`src/core/cmpc_pkg.sv`:
```
package cmpc_pkg;
  localparam int          ADDR_W          = 5;
  localparam int          NUM_CMP         = 2;
  // Register offsets, comparator n at base + n*CMP_STRIDE; mirror, status and mask at fixed addresses
  localparam logic [4:0]  CMP_STRIDE      = 5'h04;
  localparam logic [4:0]  OFF_CON0        = 5'h00;
  localparam logic [4:0]  OFF_CON1        = 5'h01;
  localparam logic [4:0]  OFF_NSEL        = 5'h02;
  localparam logic [4:0]  OFF_PSEL        = 5'h03;
  localparam logic [4:0]  OFF_MIRROR      = 5'h10;
  localparam logic [4:0]  OFF_IRQ_STATUS  = 5'h11;
  localparam logic [4:0]  OFF_IRQ_MASK    = 5'h12;
  // Control register 0 fields
  localparam int          CON0_SYNC_BIT   = 0;
  localparam int          CON0_HYS_BIT    = 1;
  localparam int          CON0_POL_BIT    = 4;
  localparam int          CON0_OUT_BIT    = 6;
  localparam int          CON0_ON_BIT     = 7;
  localparam logic [7:0]  CON0_WMASK      = 8'h93;
  // Edge enable fields
  localparam int          CON1_FALL_BIT   = 0;
  localparam int          CON1_RISE_BIT   = 1;
  localparam logic [7:0]  CON1_WMASK      = 8'h03;
  localparam logic [7:0]  SEL_WMASK       = 8'h07;
  localparam logic [7:0]  REG_RESET       = 8'h00;
  // Input routing one-hot widths
  localparam int          NEG_SRC_N       = 6;
  localparam int          POS_SRC_N       = 5;
endpackage

```
`src/core/cmpc_regs.sv`:
```
// Added by the designer: the address map and the strobed register port.
`timescale 1ns/1ps
// Register bank for two comparators with interrupt status and mask
module cmpc_regs
  import cmpc_pkg::*;
(
  input  wire logic                         ref_clk_i,
  input  wire logic                         rst_n_i,
  input  wire logic                         clk_en_i,
  input  wire logic [ADDR_W-1:0]            addr_i,
  input  wire logic [7:0]                   wdata_i,
  input  wire logic                         wr_i,
  input  wire logic                         rd_i,
  output logic [7:0]                        rdata_o,
  input  wire logic [NUM_CMP-1:0]           raw_i,
  input  wire logic                         tmr_clk_i,
  output logic [NUM_CMP-1:0]                enable_o,
  output logic [NUM_CMP-1:0]                hyst_o,
  output logic [NUM_CMP*NEG_SRC_N-1:0]      neg_route_o,
  output logic [NUM_CMP*POS_SRC_N-1:0]      pos_route_o,
  output logic [NUM_CMP-1:0]                sync_out_o,
  output logic                              irq_o
);
  logic [7:0]         con0 [NUM_CMP];
  logic [7:0]         con1 [NUM_CMP];
  logic [2:0]         nsel [NUM_CMP];
  logic [2:0]         psel [NUM_CMP];
  logic [NUM_CMP-1:0] result;
  logic [NUM_CMP-1:0] flag;
  logic [NUM_CMP-1:0] flag_clr;
  logic [NUM_CMP-1:0] irq_mask;
  logic [7:0]         next_rdata;

  // Address of a per-comparator register
  function automatic logic [ADDR_W-1:0] cmp_addr(input int idx, input logic [4:0] off);
    cmp_addr = ADDR_W'(idx * int'(CMP_STRIDE)) + off;
  endfunction

  // Write-one-to-clear on the status register
  assign flag_clr = (wr_i && addr_i == OFF_IRQ_STATUS) ? wdata_i[NUM_CMP-1:0] : '0;

  genvar g;
  generate
    for (g = 0; g < NUM_CMP; g++) begin : g_cmp
      // Writable control fields, unimplemented bits held at zero
      always_ff @(posedge ref_clk_i or negedge rst_n_i) begin
        if (!rst_n_i) begin
          con0[g] <= REG_RESET;
          con1[g] <= REG_RESET;
          nsel[g] <= '0;
          psel[g] <= '0;
        end else if (clk_en_i && wr_i) begin
          if (addr_i == cmp_addr(g, OFF_CON0)) begin
            con0[g] <= wdata_i & CON0_WMASK;
          end
          if (addr_i == cmp_addr(g, OFF_CON1)) begin
            con1[g] <= wdata_i & CON1_WMASK;
          end
          if (addr_i == cmp_addr(g, OFF_NSEL)) begin
            nsel[g] <= wdata_i[2:0];
          end
          if (addr_i == cmp_addr(g, OFF_PSEL)) begin
            psel[g] <= wdata_i[2:0];
          end
        end
      end

      cmpc_unit u_unit (
        .ref_clk_i   (ref_clk_i),
        .rst_n_i     (rst_n_i),
        .clk_en_i    (clk_en_i),
        .con0_i      (con0[g]),
        .con1_i      (con1[g]),
        .nsel_i      (nsel[g]),
        .psel_i      (psel[g]),
        .raw_i       (raw_i[g]),
        .tmr_clk_i   (tmr_clk_i),
        .flag_clr_i  (flag_clr[g] & clk_en_i),
        .result_o    (result[g]),
        .irq_flag_o  (flag[g]),
        .neg_route_o (neg_route_o[g*NEG_SRC_N +: NEG_SRC_N]),
        .pos_route_o (pos_route_o[g*POS_SRC_N +: POS_SRC_N]),
        .sync_out_o  (sync_out_o[g])
      );

      // Analog enable and hysteresis straight from flops
      always_ff @(posedge ref_clk_i or negedge rst_n_i) begin
        if (!rst_n_i) begin
          enable_o[g] <= 1'b0;
          hyst_o[g]   <= 1'b0;
        end else if (clk_en_i) begin
          enable_o[g] <= con0[g][CON0_ON_BIT];
          hyst_o[g]   <= con0[g][CON0_HYS_BIT];
        end
      end
    end
  endgenerate

  // Interrupt mask register
  always_ff @(posedge ref_clk_i or negedge rst_n_i) begin
    if (!rst_n_i) begin
      irq_mask <= '0;
    end else if (clk_en_i && wr_i && addr_i == OFF_IRQ_MASK) begin
      irq_mask <= wdata_i[NUM_CMP-1:0];
    end
  end

  // Level interrupt output
  always_ff @(posedge ref_clk_i or negedge rst_n_i) begin
    if (!rst_n_i) begin
      irq_o <= 1'b0;
    end else if (clk_en_i) begin
      irq_o <= |(flag & irq_mask);
    end
  end

  // Read mux; unmapped addresses read zero
  always_comb begin
    next_rdata = 8'h00;
    for (int i = 0; i < NUM_CMP; i++) begin
      if (addr_i == cmp_addr(i, OFF_CON0)) begin
        next_rdata = con0[i];
        next_rdata[CON0_OUT_BIT] = result[i];
      end
      if (addr_i == cmp_addr(i, OFF_CON1)) begin
        next_rdata = con1[i];
      end
      if (addr_i == cmp_addr(i, OFF_NSEL)) begin
        next_rdata = {5'h00, nsel[i]};
      end
      if (addr_i == cmp_addr(i, OFF_PSEL)) begin
        next_rdata = {5'h00, psel[i]};
      end
    end
    if (addr_i == OFF_MIRROR) begin
      next_rdata = {6'h00, result};
    end
    if (addr_i == OFF_IRQ_STATUS) begin
      next_rdata = {6'h00, flag};
    end
    if (addr_i == OFF_IRQ_MASK) begin
      next_rdata = {6'h00, irq_mask};
    end
  end

  // Read data valid the cycle after the strobe only
  always_ff @(posedge ref_clk_i or negedge rst_n_i) begin
    if (!rst_n_i) begin
      rdata_o <= 8'h00;
    end else if (clk_en_i) begin
      rdata_o <= rd_i ? next_rdata : 8'h00;
    end
  end
endmodule

```
`src/core/cmpc_unit.sv`:
```
`timescale 1ns/1ps
// One comparator channel: routing decode, polarity, edge flags, sync output
module cmpc_unit
  import cmpc_pkg::*;
(
  input  wire logic                 ref_clk_i,
  input  wire logic                 rst_n_i,
  input  wire logic                 clk_en_i,
  input  wire logic [7:0]           con0_i,
  input  wire logic [7:0]           con1_i,
  input  wire logic [2:0]           nsel_i,
  input  wire logic [2:0]           psel_i,
  input  wire logic                 raw_i,
  input  wire logic                 tmr_clk_i,
  input  wire logic                 flag_clr_i,
  output logic                      result_o,
  output logic                      irq_flag_o,
  output logic [NEG_SRC_N-1:0]      neg_route_o,
  output logic [POS_SRC_N-1:0]      pos_route_o,
  output logic                      sync_out_o
);
  logic [1:0] raw_sync;
  logic [1:0] tmr_sync;
  logic       tmr_prev;
  logic       result;
  logic       result_prev;
  logic       rise_hit;
  logic       fall_hit;

  // Neg route: bits 0-3 pins, 4 reference buffer, 5 ground
  function automatic logic [NEG_SRC_N-1:0] neg_decode(input logic [2:0] code);
    case (code)
      3'h0: neg_decode = 6'h01;
      3'h1: neg_decode = 6'h02;
      3'h2: neg_decode = 6'h04;
      3'h3: neg_decode = 6'h08;
      3'h6: neg_decode = 6'h10;
      3'h7: neg_decode = 6'h20;
      default: neg_decode = 6'h00;
    endcase
  endfunction

  // Pos route: bits 0-1 pins, 2 DAC, 3 reference buffer, 4 ground
  function automatic logic [POS_SRC_N-1:0] pos_decode(input logic [2:0] code);
    case (code)
      3'h0: pos_decode = 5'h01;
      3'h1: pos_decode = 5'h02;
      3'h5: pos_decode = 5'h04;
      3'h6: pos_decode = 5'h08;
      3'h7: pos_decode = 5'h10;
      default: pos_decode = 5'h00;
    endcase
  endfunction

  // Registered routing selects
  always_ff @(posedge ref_clk_i or negedge rst_n_i) begin
    if (!rst_n_i) begin
      neg_route_o <= '0;
      pos_route_o <= '0;
    end else if (clk_en_i) begin
      neg_route_o <= neg_decode(nsel_i);
      pos_route_o <= pos_decode(psel_i);
    end
  end

  // Synchronise analog result and timer clock
  always_ff @(posedge ref_clk_i or negedge rst_n_i) begin
    if (!rst_n_i) begin
      raw_sync <= '0;
      tmr_sync <= '0;
      tmr_prev <= 1'b0;
    end else if (clk_en_i) begin
      raw_sync <= {raw_sync[0], raw_i};
      tmr_sync <= {tmr_sync[0], tmr_clk_i};
      tmr_prev <= tmr_sync[1];
    end
  end

  assign result   = raw_sync[1] ^ con0_i[CON0_POL_BIT];
  assign rise_hit = result & ~result_prev & con1_i[CON1_RISE_BIT];
  assign fall_hit = ~result & result_prev & con1_i[CON1_FALL_BIT];

  // Result bit, edge memory and sticky flag
  always_ff @(posedge ref_clk_i or negedge rst_n_i) begin
    if (!rst_n_i) begin
      result_o    <= 1'b0;
      result_prev <= 1'b0;
      irq_flag_o  <= 1'b0;
    end else if (clk_en_i) begin
      result_o    <= result;
      result_prev <= result;
      if (rise_hit || fall_hit) begin
        irq_flag_o <= 1'b1;
      end else if (flag_clr_i) begin
        irq_flag_o <= 1'b0;
      end
    end
  end

  // Output to timer and pin, gated by timer clock fall in sync mode
  always_ff @(posedge ref_clk_i or negedge rst_n_i) begin
    if (!rst_n_i) begin
      sync_out_o <= 1'b0;
    end else if (clk_en_i) begin
      if (!con0_i[CON0_SYNC_BIT] || (tmr_prev && !tmr_sync[1])) begin
        sync_out_o <= result;
      end
    end
  end
endmodule

```
`config.mk`:
```
export PLATFORM = sky130hd
export DESIGN_NAME = cmpc_regs
export DESIGN_NICKNAME = d
export VERILOG_FILES = /design/src/core/cmpc_pkg.sv /design/src/core/cmpc_regs.sv /design/src/core/cmpc_unit.sv
export SDC_FILE = /design/constraint.sdc
export NUM_CORES = 1
export LEC_CHECK = 0
export ABC_AREA = 1
export BUFFER_PORTS_ARGS = -buffer_cell sky130_fd_sc_hd__buf_2
export CORE_UTILIZATION = 55
export DETAILED_ROUTE_END_ITERATION = 8
export GPL_TIMING_DRIVEN = 0
export PLACE_DENSITY = 0.81
export REMOVE_ABC_BUFFERS = 1
export SYNTH_ARGS = -nofsm -noshare
export SYNTH_HDL_FRONTEND = slang
export SYNTH_SLANG_ARGS = --single-unit
export TNS_END_PERCENT = 5
```
`constraint.sdc`:
```
create_clock -name ref_clk_i -period 1.3 [get_ports ref_clk_i]
set_input_delay 0.195 -clock ref_clk_i [delete_from_list [all_inputs] [get_ports ref_clk_i]]
set_output_delay 0.195 -clock ref_clk_i [all_outputs]
set_load 0.1 [all_outputs]
```
== Word-level counts from Yosys, hierarchy flattened ==
Index checks and enable logic that the tools add are counted.

* Bitwise logic cells: 17
* Reduce and logical (&&, ||, !) cells: 33
* Muxes and demuxes: 21
* Equal/unequal tests: 28

{| class="wikitable"
|+ Operator list
! cell !! number
|-
| $mux W8 || 12
|-
| $pmux W6 S6 || 2
|-
| $pmux W5 S5 || 2
|-
| $eq A3 B3 Y1 const B || 10
|-
| $reduce_and A2 Y1 || 12
|-
| $eq A5 B3 Y1 const B || 4
|-
| $eq A5 B5 Y1 const B || 3
|-
| $eq A3 B1 Y1 const B || 4
|-
| $eq A3 B2 Y1 const B || 4
|-
| $logic_not A3 Y1 || 4
|-
| $and A1 B1 Y1 || 10
|-
| $eq A5 B2 Y1 const B || 2
|-
| $eq A5 B1 Y1 const B || 1
|-
| $logic_and A1 B1 Y1 || 5
|-
| $logic_not A5 Y1 || 1
|-
| $logic_not A1 Y1 || 4
|-
| $logic_or A1 B1 Y1 || 4
|-
| $mux W1 || 4
|-
| $not A1 Y1 || 4
|-
| $reduce_bool A2 Y1 || 2
|-
| $and A2 B2 Y2 || 1
|-
| $mux W2 || 1
|-
| $reduce_or A2 Y1 || 1
|-
| $xor A1 B1 Y1 || 2
|}

* Bits in registers: 77

== Longest topological paths before layout ==
* Depth in word-level cells: 13
* Depth in mapped cells: 13
* Mapped depth without buffers: 13

== Hierarchy ==
From an unflattened synthesis, not the netlist that was laid out.

* Cell total of the unflattened synthesis: 433
* Area total of the unflattened synthesis: 3479.6 um^2

{| class="wikitable"
|+ Modules (own cells, without submodules)
! module !! instances !! area an instance (um^2) !! cells an instance !! seq. area each (um^2)
|-
| cmpc_regs || 1 || 1825.5 || 241 || 925.9
|-
| cmpc_unit || 2 || 827.0 || 96 || 475.5
|}

== Least setup slack after synthesis ==
No wires, ideal clock.

* Kind: register to register
* From: register, netlist name g_cmp[0].u_unit.pos_route_o[2]
* To: register g_cmp[0].u_unit.pos_route_o[2]
* Path slack: 0.116 ns
* Arrival time: 1.089 ns
* Stages on the path, launching flop included: 3
* Required time: 1.205 ns
* Path buffers: 0
* Cells stage by stage: dfrtp_1 nand2_1 o31ai_1

{| class="wikitable"
|+ RTL lines
! element !! line !! source
|-
| to (signal assigned) || cmpc_unit.sv:62 || <nowiki>pos_route_o <= pos_decode(psel_i);</nowiki>
|-
| to (decl) || cmpc_unit.sv:19 || <nowiki>output logic [POS_SRC_N-1:0] pos_route_o,</nowiki>
|}

== Final worst setup path ==
* From: register nsel[4] (netlist name)
* To: register rdata_o[1]

* Longest elaborated chain between the ends: 10

{| class="wikitable"
|+ RTL lines
! element !! line !! source
|-
| from (decl) || cmpc_regs.sv:26 || <nowiki>logic [2:0] nsel [NUM_CMP];</nowiki>
|-
| from (signal, indexed assignment) || cmpc_regs.sv:60 || <nowiki>nsel[g] <= wdata_i[2:0];</nowiki>
|-
| $mux W8 || cmpc_regs.sv:128 || <nowiki>if (addr_i == cmp_addr(i, OFF_NSEL)) begin</nowiki>
|-
| $mux W8 || cmpc_regs.sv:131 || <nowiki>if (addr_i == cmp_addr(i, OFF_PSEL)) begin</nowiki>
|-
| $mux W8 || cmpc_regs.sv:121 || <nowiki>if (addr_i == cmp_addr(i, OFF_CON0)) begin</nowiki>
|-
| $mux W8 || cmpc_regs.sv:125 || <nowiki>if (addr_i == cmp_addr(i, OFF_CON1)) begin</nowiki>
|-
| $mux W8 || cmpc_regs.sv:128 ||
|-
| $mux W8 || cmpc_regs.sv:131 ||
|-
| $mux W8 || cmpc_regs.sv:135 || <nowiki>if (addr_i == OFF_MIRROR) begin</nowiki>
|-
| $mux W8 || cmpc_regs.sv:138 || <nowiki>if (addr_i == OFF_IRQ_STATUS) begin</nowiki>
|-
| $mux W8 || cmpc_regs.sv:141 || <nowiki>if (addr_i == OFF_IRQ_MASK) begin</nowiki>
|-
| $mux W8 || cmpc_regs.sv:151 || <nowiki>rdata_o <= rd_i ? next_rdata : 8'h00;</nowiki>
|-
| to (signal assigned) || cmpc_regs.sv:151 ||
|-
| to (decl) || cmpc_regs.sv:14 || <nowiki>output logic [7:0] rdata_o,</nowiki>
|}

Every way passes these cells.
A chain may end at the register's enable or synchronous reset.

==> flow_metrics.env <==
export IMPL_postRouteAntennaNets=0
export IMPL_path_class="reg2reg"
export IMPL_area_delta_synth_final_pct=22.2
export IMPL_synth_flop_cell="dfrtp_1"
export IMPL_drt_iter0_markers=147
export IMPL_synth_edff_count=0
export IMPL_drt_pass1_iterations=4
export IMPL_yosysWarnings=0
export IMPL_dieArea_sq_um=6170
export IMPL_tightest_slew_ps=634
export IMPL_whs_endpoint="g_cmp[1].u_unit.raw_sync[0]"
export IMPL_num_nets_final=463
export IMPL_skew_ps=5.52
export IMPL_ys_seq_area_frac=0.559
export IMPL_critPathCaptureType="flop"
export IMPL_synth_area_sq_um=3220
export IMPL_totalPowerFinal_uw=6750
export IMPL_rsz0062_at_grt="yes"
export IMPL_drc=0
export IMPL_start_util=0.578
export IMPL_vdd_ir_drop_worst_mv=1.17
export IMPL_arrival_ps=1450
export IMPL_r2r_setup_slack_ps=90
export IMPL_wl_per_cell_um=13.0
export IMPL_top_layer="met4"
export IMPL_r2r_worst_path_cells=10
export IMPL_setup_ws_ps=89.2
export IMPL_ys_seq_elements=72
export IMPL_synth_mux_area_frac=0
export IMPL_synth_area_leaders="dfrtp_1, nand2_1, o21ai_0"
export IMPL_cts_buffers=9
export IMPL_holdCritPathClass="in2reg"
export IMPL_period_share=0.931
export IMPL_start_kind="flop"
export IMPL_wl_met3_um=197
export IMPL_grt_max_degree=73
export IMPL_cp_max_fo=6
export IMPL_syn_area_per_cell_sq_um=8.32
export IMPL_wl_mm=6.73
export IMPL_synth_fa_ha_area_frac=0
export IMPL_clk_latency_ps=340
export IMPL_slew_viol_final=0
export IMPL_pre_cts_slack_ps=-578
export IMPL_min_path_cells=3
export IMPL_fill_cells=459
export IMPL_hold_path_startpoint="raw_i[1]"
export IMPL_yosys_area_share_simple=0.239
export IMPL_fp_dieH_um=78.5
export IMPL_hpwl_mm=4.43
export IMPL_synth_top_family_by_area="simple AND/OR/NAND/NOR gates"
export IMPL_cts_tree="done"
export IMPL_drive_gt1_frac=0.201
export IMPL_synth_most_common_cell="nand2_1"
export IMPL_ios=58
export IMPL_clkTransAtPathRegs_ps=70
export IMPL_core_sq_um=5570
export IMPL_r2r_start="nsel[4]"
export IMPL_grt_pass1_vias=2594
export IMPL_synth_top_cell_by_area="dfrtp_1"
export IMPL_antenna_cells=0
export IMPL_via_count=2704
export IMPL_wl_met2_mm=3.44
export IMPL_row_count=27
export IMPL_hold_viol_final=0
export IMPL_viasPerCell=5.21
export IMPL_final_min_clock_period_ps=1210
export IMPL_place_congestion=0.822
export IMPL_synth_xor_xnor_area_share=0.00544
export IMPL_setup_viol=0
export IMPL_io_buffers=52
export IMPL_leakage_uw=0.00196
export IMPL_synth_commonest_cells="nand2_1, dfrtp_1, o21ai_0"
export IMPL_max_slew_margin=0.578
export IMPL_clockBufferDepth=2
export IMPL_cts_root_buf="clkbuf_8"
export IMPL_met1_length_mm=2.97
export IMPL_async_flop_share=1.00
export IMPL_cts_sinks=72
export IMPL_overflow=0
export IMPL_htree_levels=3
export IMPL_yosysTopAreaCellShare=0.559
export IMPL_die_w_um=78.5
export IMPL_synth_compound_area_frac=0.131
export IMPL_outcome="completed"
export IMPL_required_ps=1540
export IMPL_grt_usage=0.240
export IMPL_grt_pass1_wl_mm=11.3
export IMPL_max_freq_ghz=0.826
export IMPL_power_density_nw_per_um2=1720
export IMPL_antenna_found_initial=0
export IMPL_drv_cap=0
export IMPL_r2r_end="rdata_o[1]"
export IMPL_synth_cell_types=24
export IMPL_synthCells=387
[per-layer routing]
layer  global-route usage  up-vias
met3               0.0419       10
met5                    0        -
met4                0.119        0
met1                0.276     1291
li1                     -     1353
met2                0.426       50
[worst max-delay path by stage]
stage                                        start                             end  slack [ps]  cells past startpoint
global route                               con1[9]                      rdata_o[1]         -30                     10
detailed placement                        clk_en_i  g_cmp[1].u_unit.neg_route_o[0]        -580                      4
global placement                          clk_en_i  g_cmp[1].u_unit.neg_route_o[1]        -510                      4
floorplan           g_cmp[0].u_unit.pos_route_o[2]  g_cmp[0].u_unit.pos_route_o[2]         120                      2
finish                                     nsel[4]                      rdata_o[1]          90                     10
CTS                                        nsel[3]                      rdata_o[0]          70                     10
[state kept, by name, summed over array words and instances (netlist names)]
signal and cells:
g_cmp.u_unit.tmr_sync 2, g_cmp.u_unit.result_o 1, nsel 6, irq_mask 2, g_cmp.u_unit.irq_flag_o 2, rdata_o 6, g_cmp.u_unit.raw_sync 4, psel 6
g_cmp.u_unit.result_prev 1, g_cmp.u_unit.tmr_prev 1, g_cmp.u_unit.pos_route_o 10, hyst_o 2, con1 4, con0 8, enable_o 2, g_cmp.u_unit.neg_route_o 12
g_cmp.u_unit.sync_out_o 2, irq_o 1
[final cells by class]
cell class / count / area, sq um / area share
Clock buffer: 11 / 151 / 0.0385
Clock inverter: 5 / 150 / 0.0381
Inverter: 39 / 149 / 0.0378
Multi-Input combinational cell: 266 / 1220 / 0.310
Sequential cell: 72 / 1800 / 0.458
Tap cell: 72 / 90.1 / 0.0229
Timing Repair Buffer: 54 / 374 / 0.0950
[layout by cell type (no fill, tap or decap)]
cell           netlist  final
nand2_1            140    140
dfrtp_1             72     71
o21ai_0             54     54
buf_4                4     37
inv_1               32     31
buf_2                1     15
nand3_1             12     12
nor2_1              12     12
clkbuf_8             0     11
a21oi_1              9      9
o31ai_1              8      8
inv_2                6      6
o21ai_1              6      6
nor2_2               5      5
bufinv_16            0      5
nor2_4               4      4
nand4_1              4      4
or2_2                3      3
a22o_1               2      2
xnor2_1              2      2
nor3_1               2      2
conb_1               1      2
inv_4                0      1
nand3_2              1      1
clkinv_1             1      1
dlygate4sd3_1        0      1
buf_6                0      1
dfrtp_2              0      1
[kinds of logic (layout without fill, tap and decap cells)]
logic type	count (synthesis)	in the layout
and+or+nand+nor	183	183
AOI/OAI and AO/OA	79	79
DFF	72	72
buffers and inverters	50	109
xor gates and xnor gates	2	2
other	1	2
[stage by stage]
step	utilization	setup TNS, ps	hold slack [ps]	cells	area [sq um]
5_1_grt	0.706	-40.7	77.0	519	3940
3_3_place_gp	0.631	-34310	397	501	3520
4_1_cts	0.704	0	31.9	518	3920
3_5_place_dp	0.631	-14100	374	501	3520
6_report	0.706	0	43.8	519	3940
2_1_floorplan	-	0	-101	377	3170
[timing repair]
action,CTS,global route
setup buffers,0,1
gates resized for setup,37,3
hold endpoints to repair,3,0
setup endpoints to repair,41,2
cloned,0,0
hold buffers,1,0
[critical path, stage by stage (launching register included)]
cell and delay, ps:
dfrtp_2 450, inv_1 60, nor2_1 40, nor2_1 120
nand3_1 80, nand2_1 60, nand3_1 70, nand2_1 70
nand2_1 50, nand2_1 60, nand2_1 50
[where the power goes]
group          leakage [uW]  total (uW)  internal, uW  switching (uW)
clock network      0.000150        2580          1770             814
registers          0.000945        2690          2490             198
logic              0.000867        1480           320            1160
(Power assumes the default switching activity.)
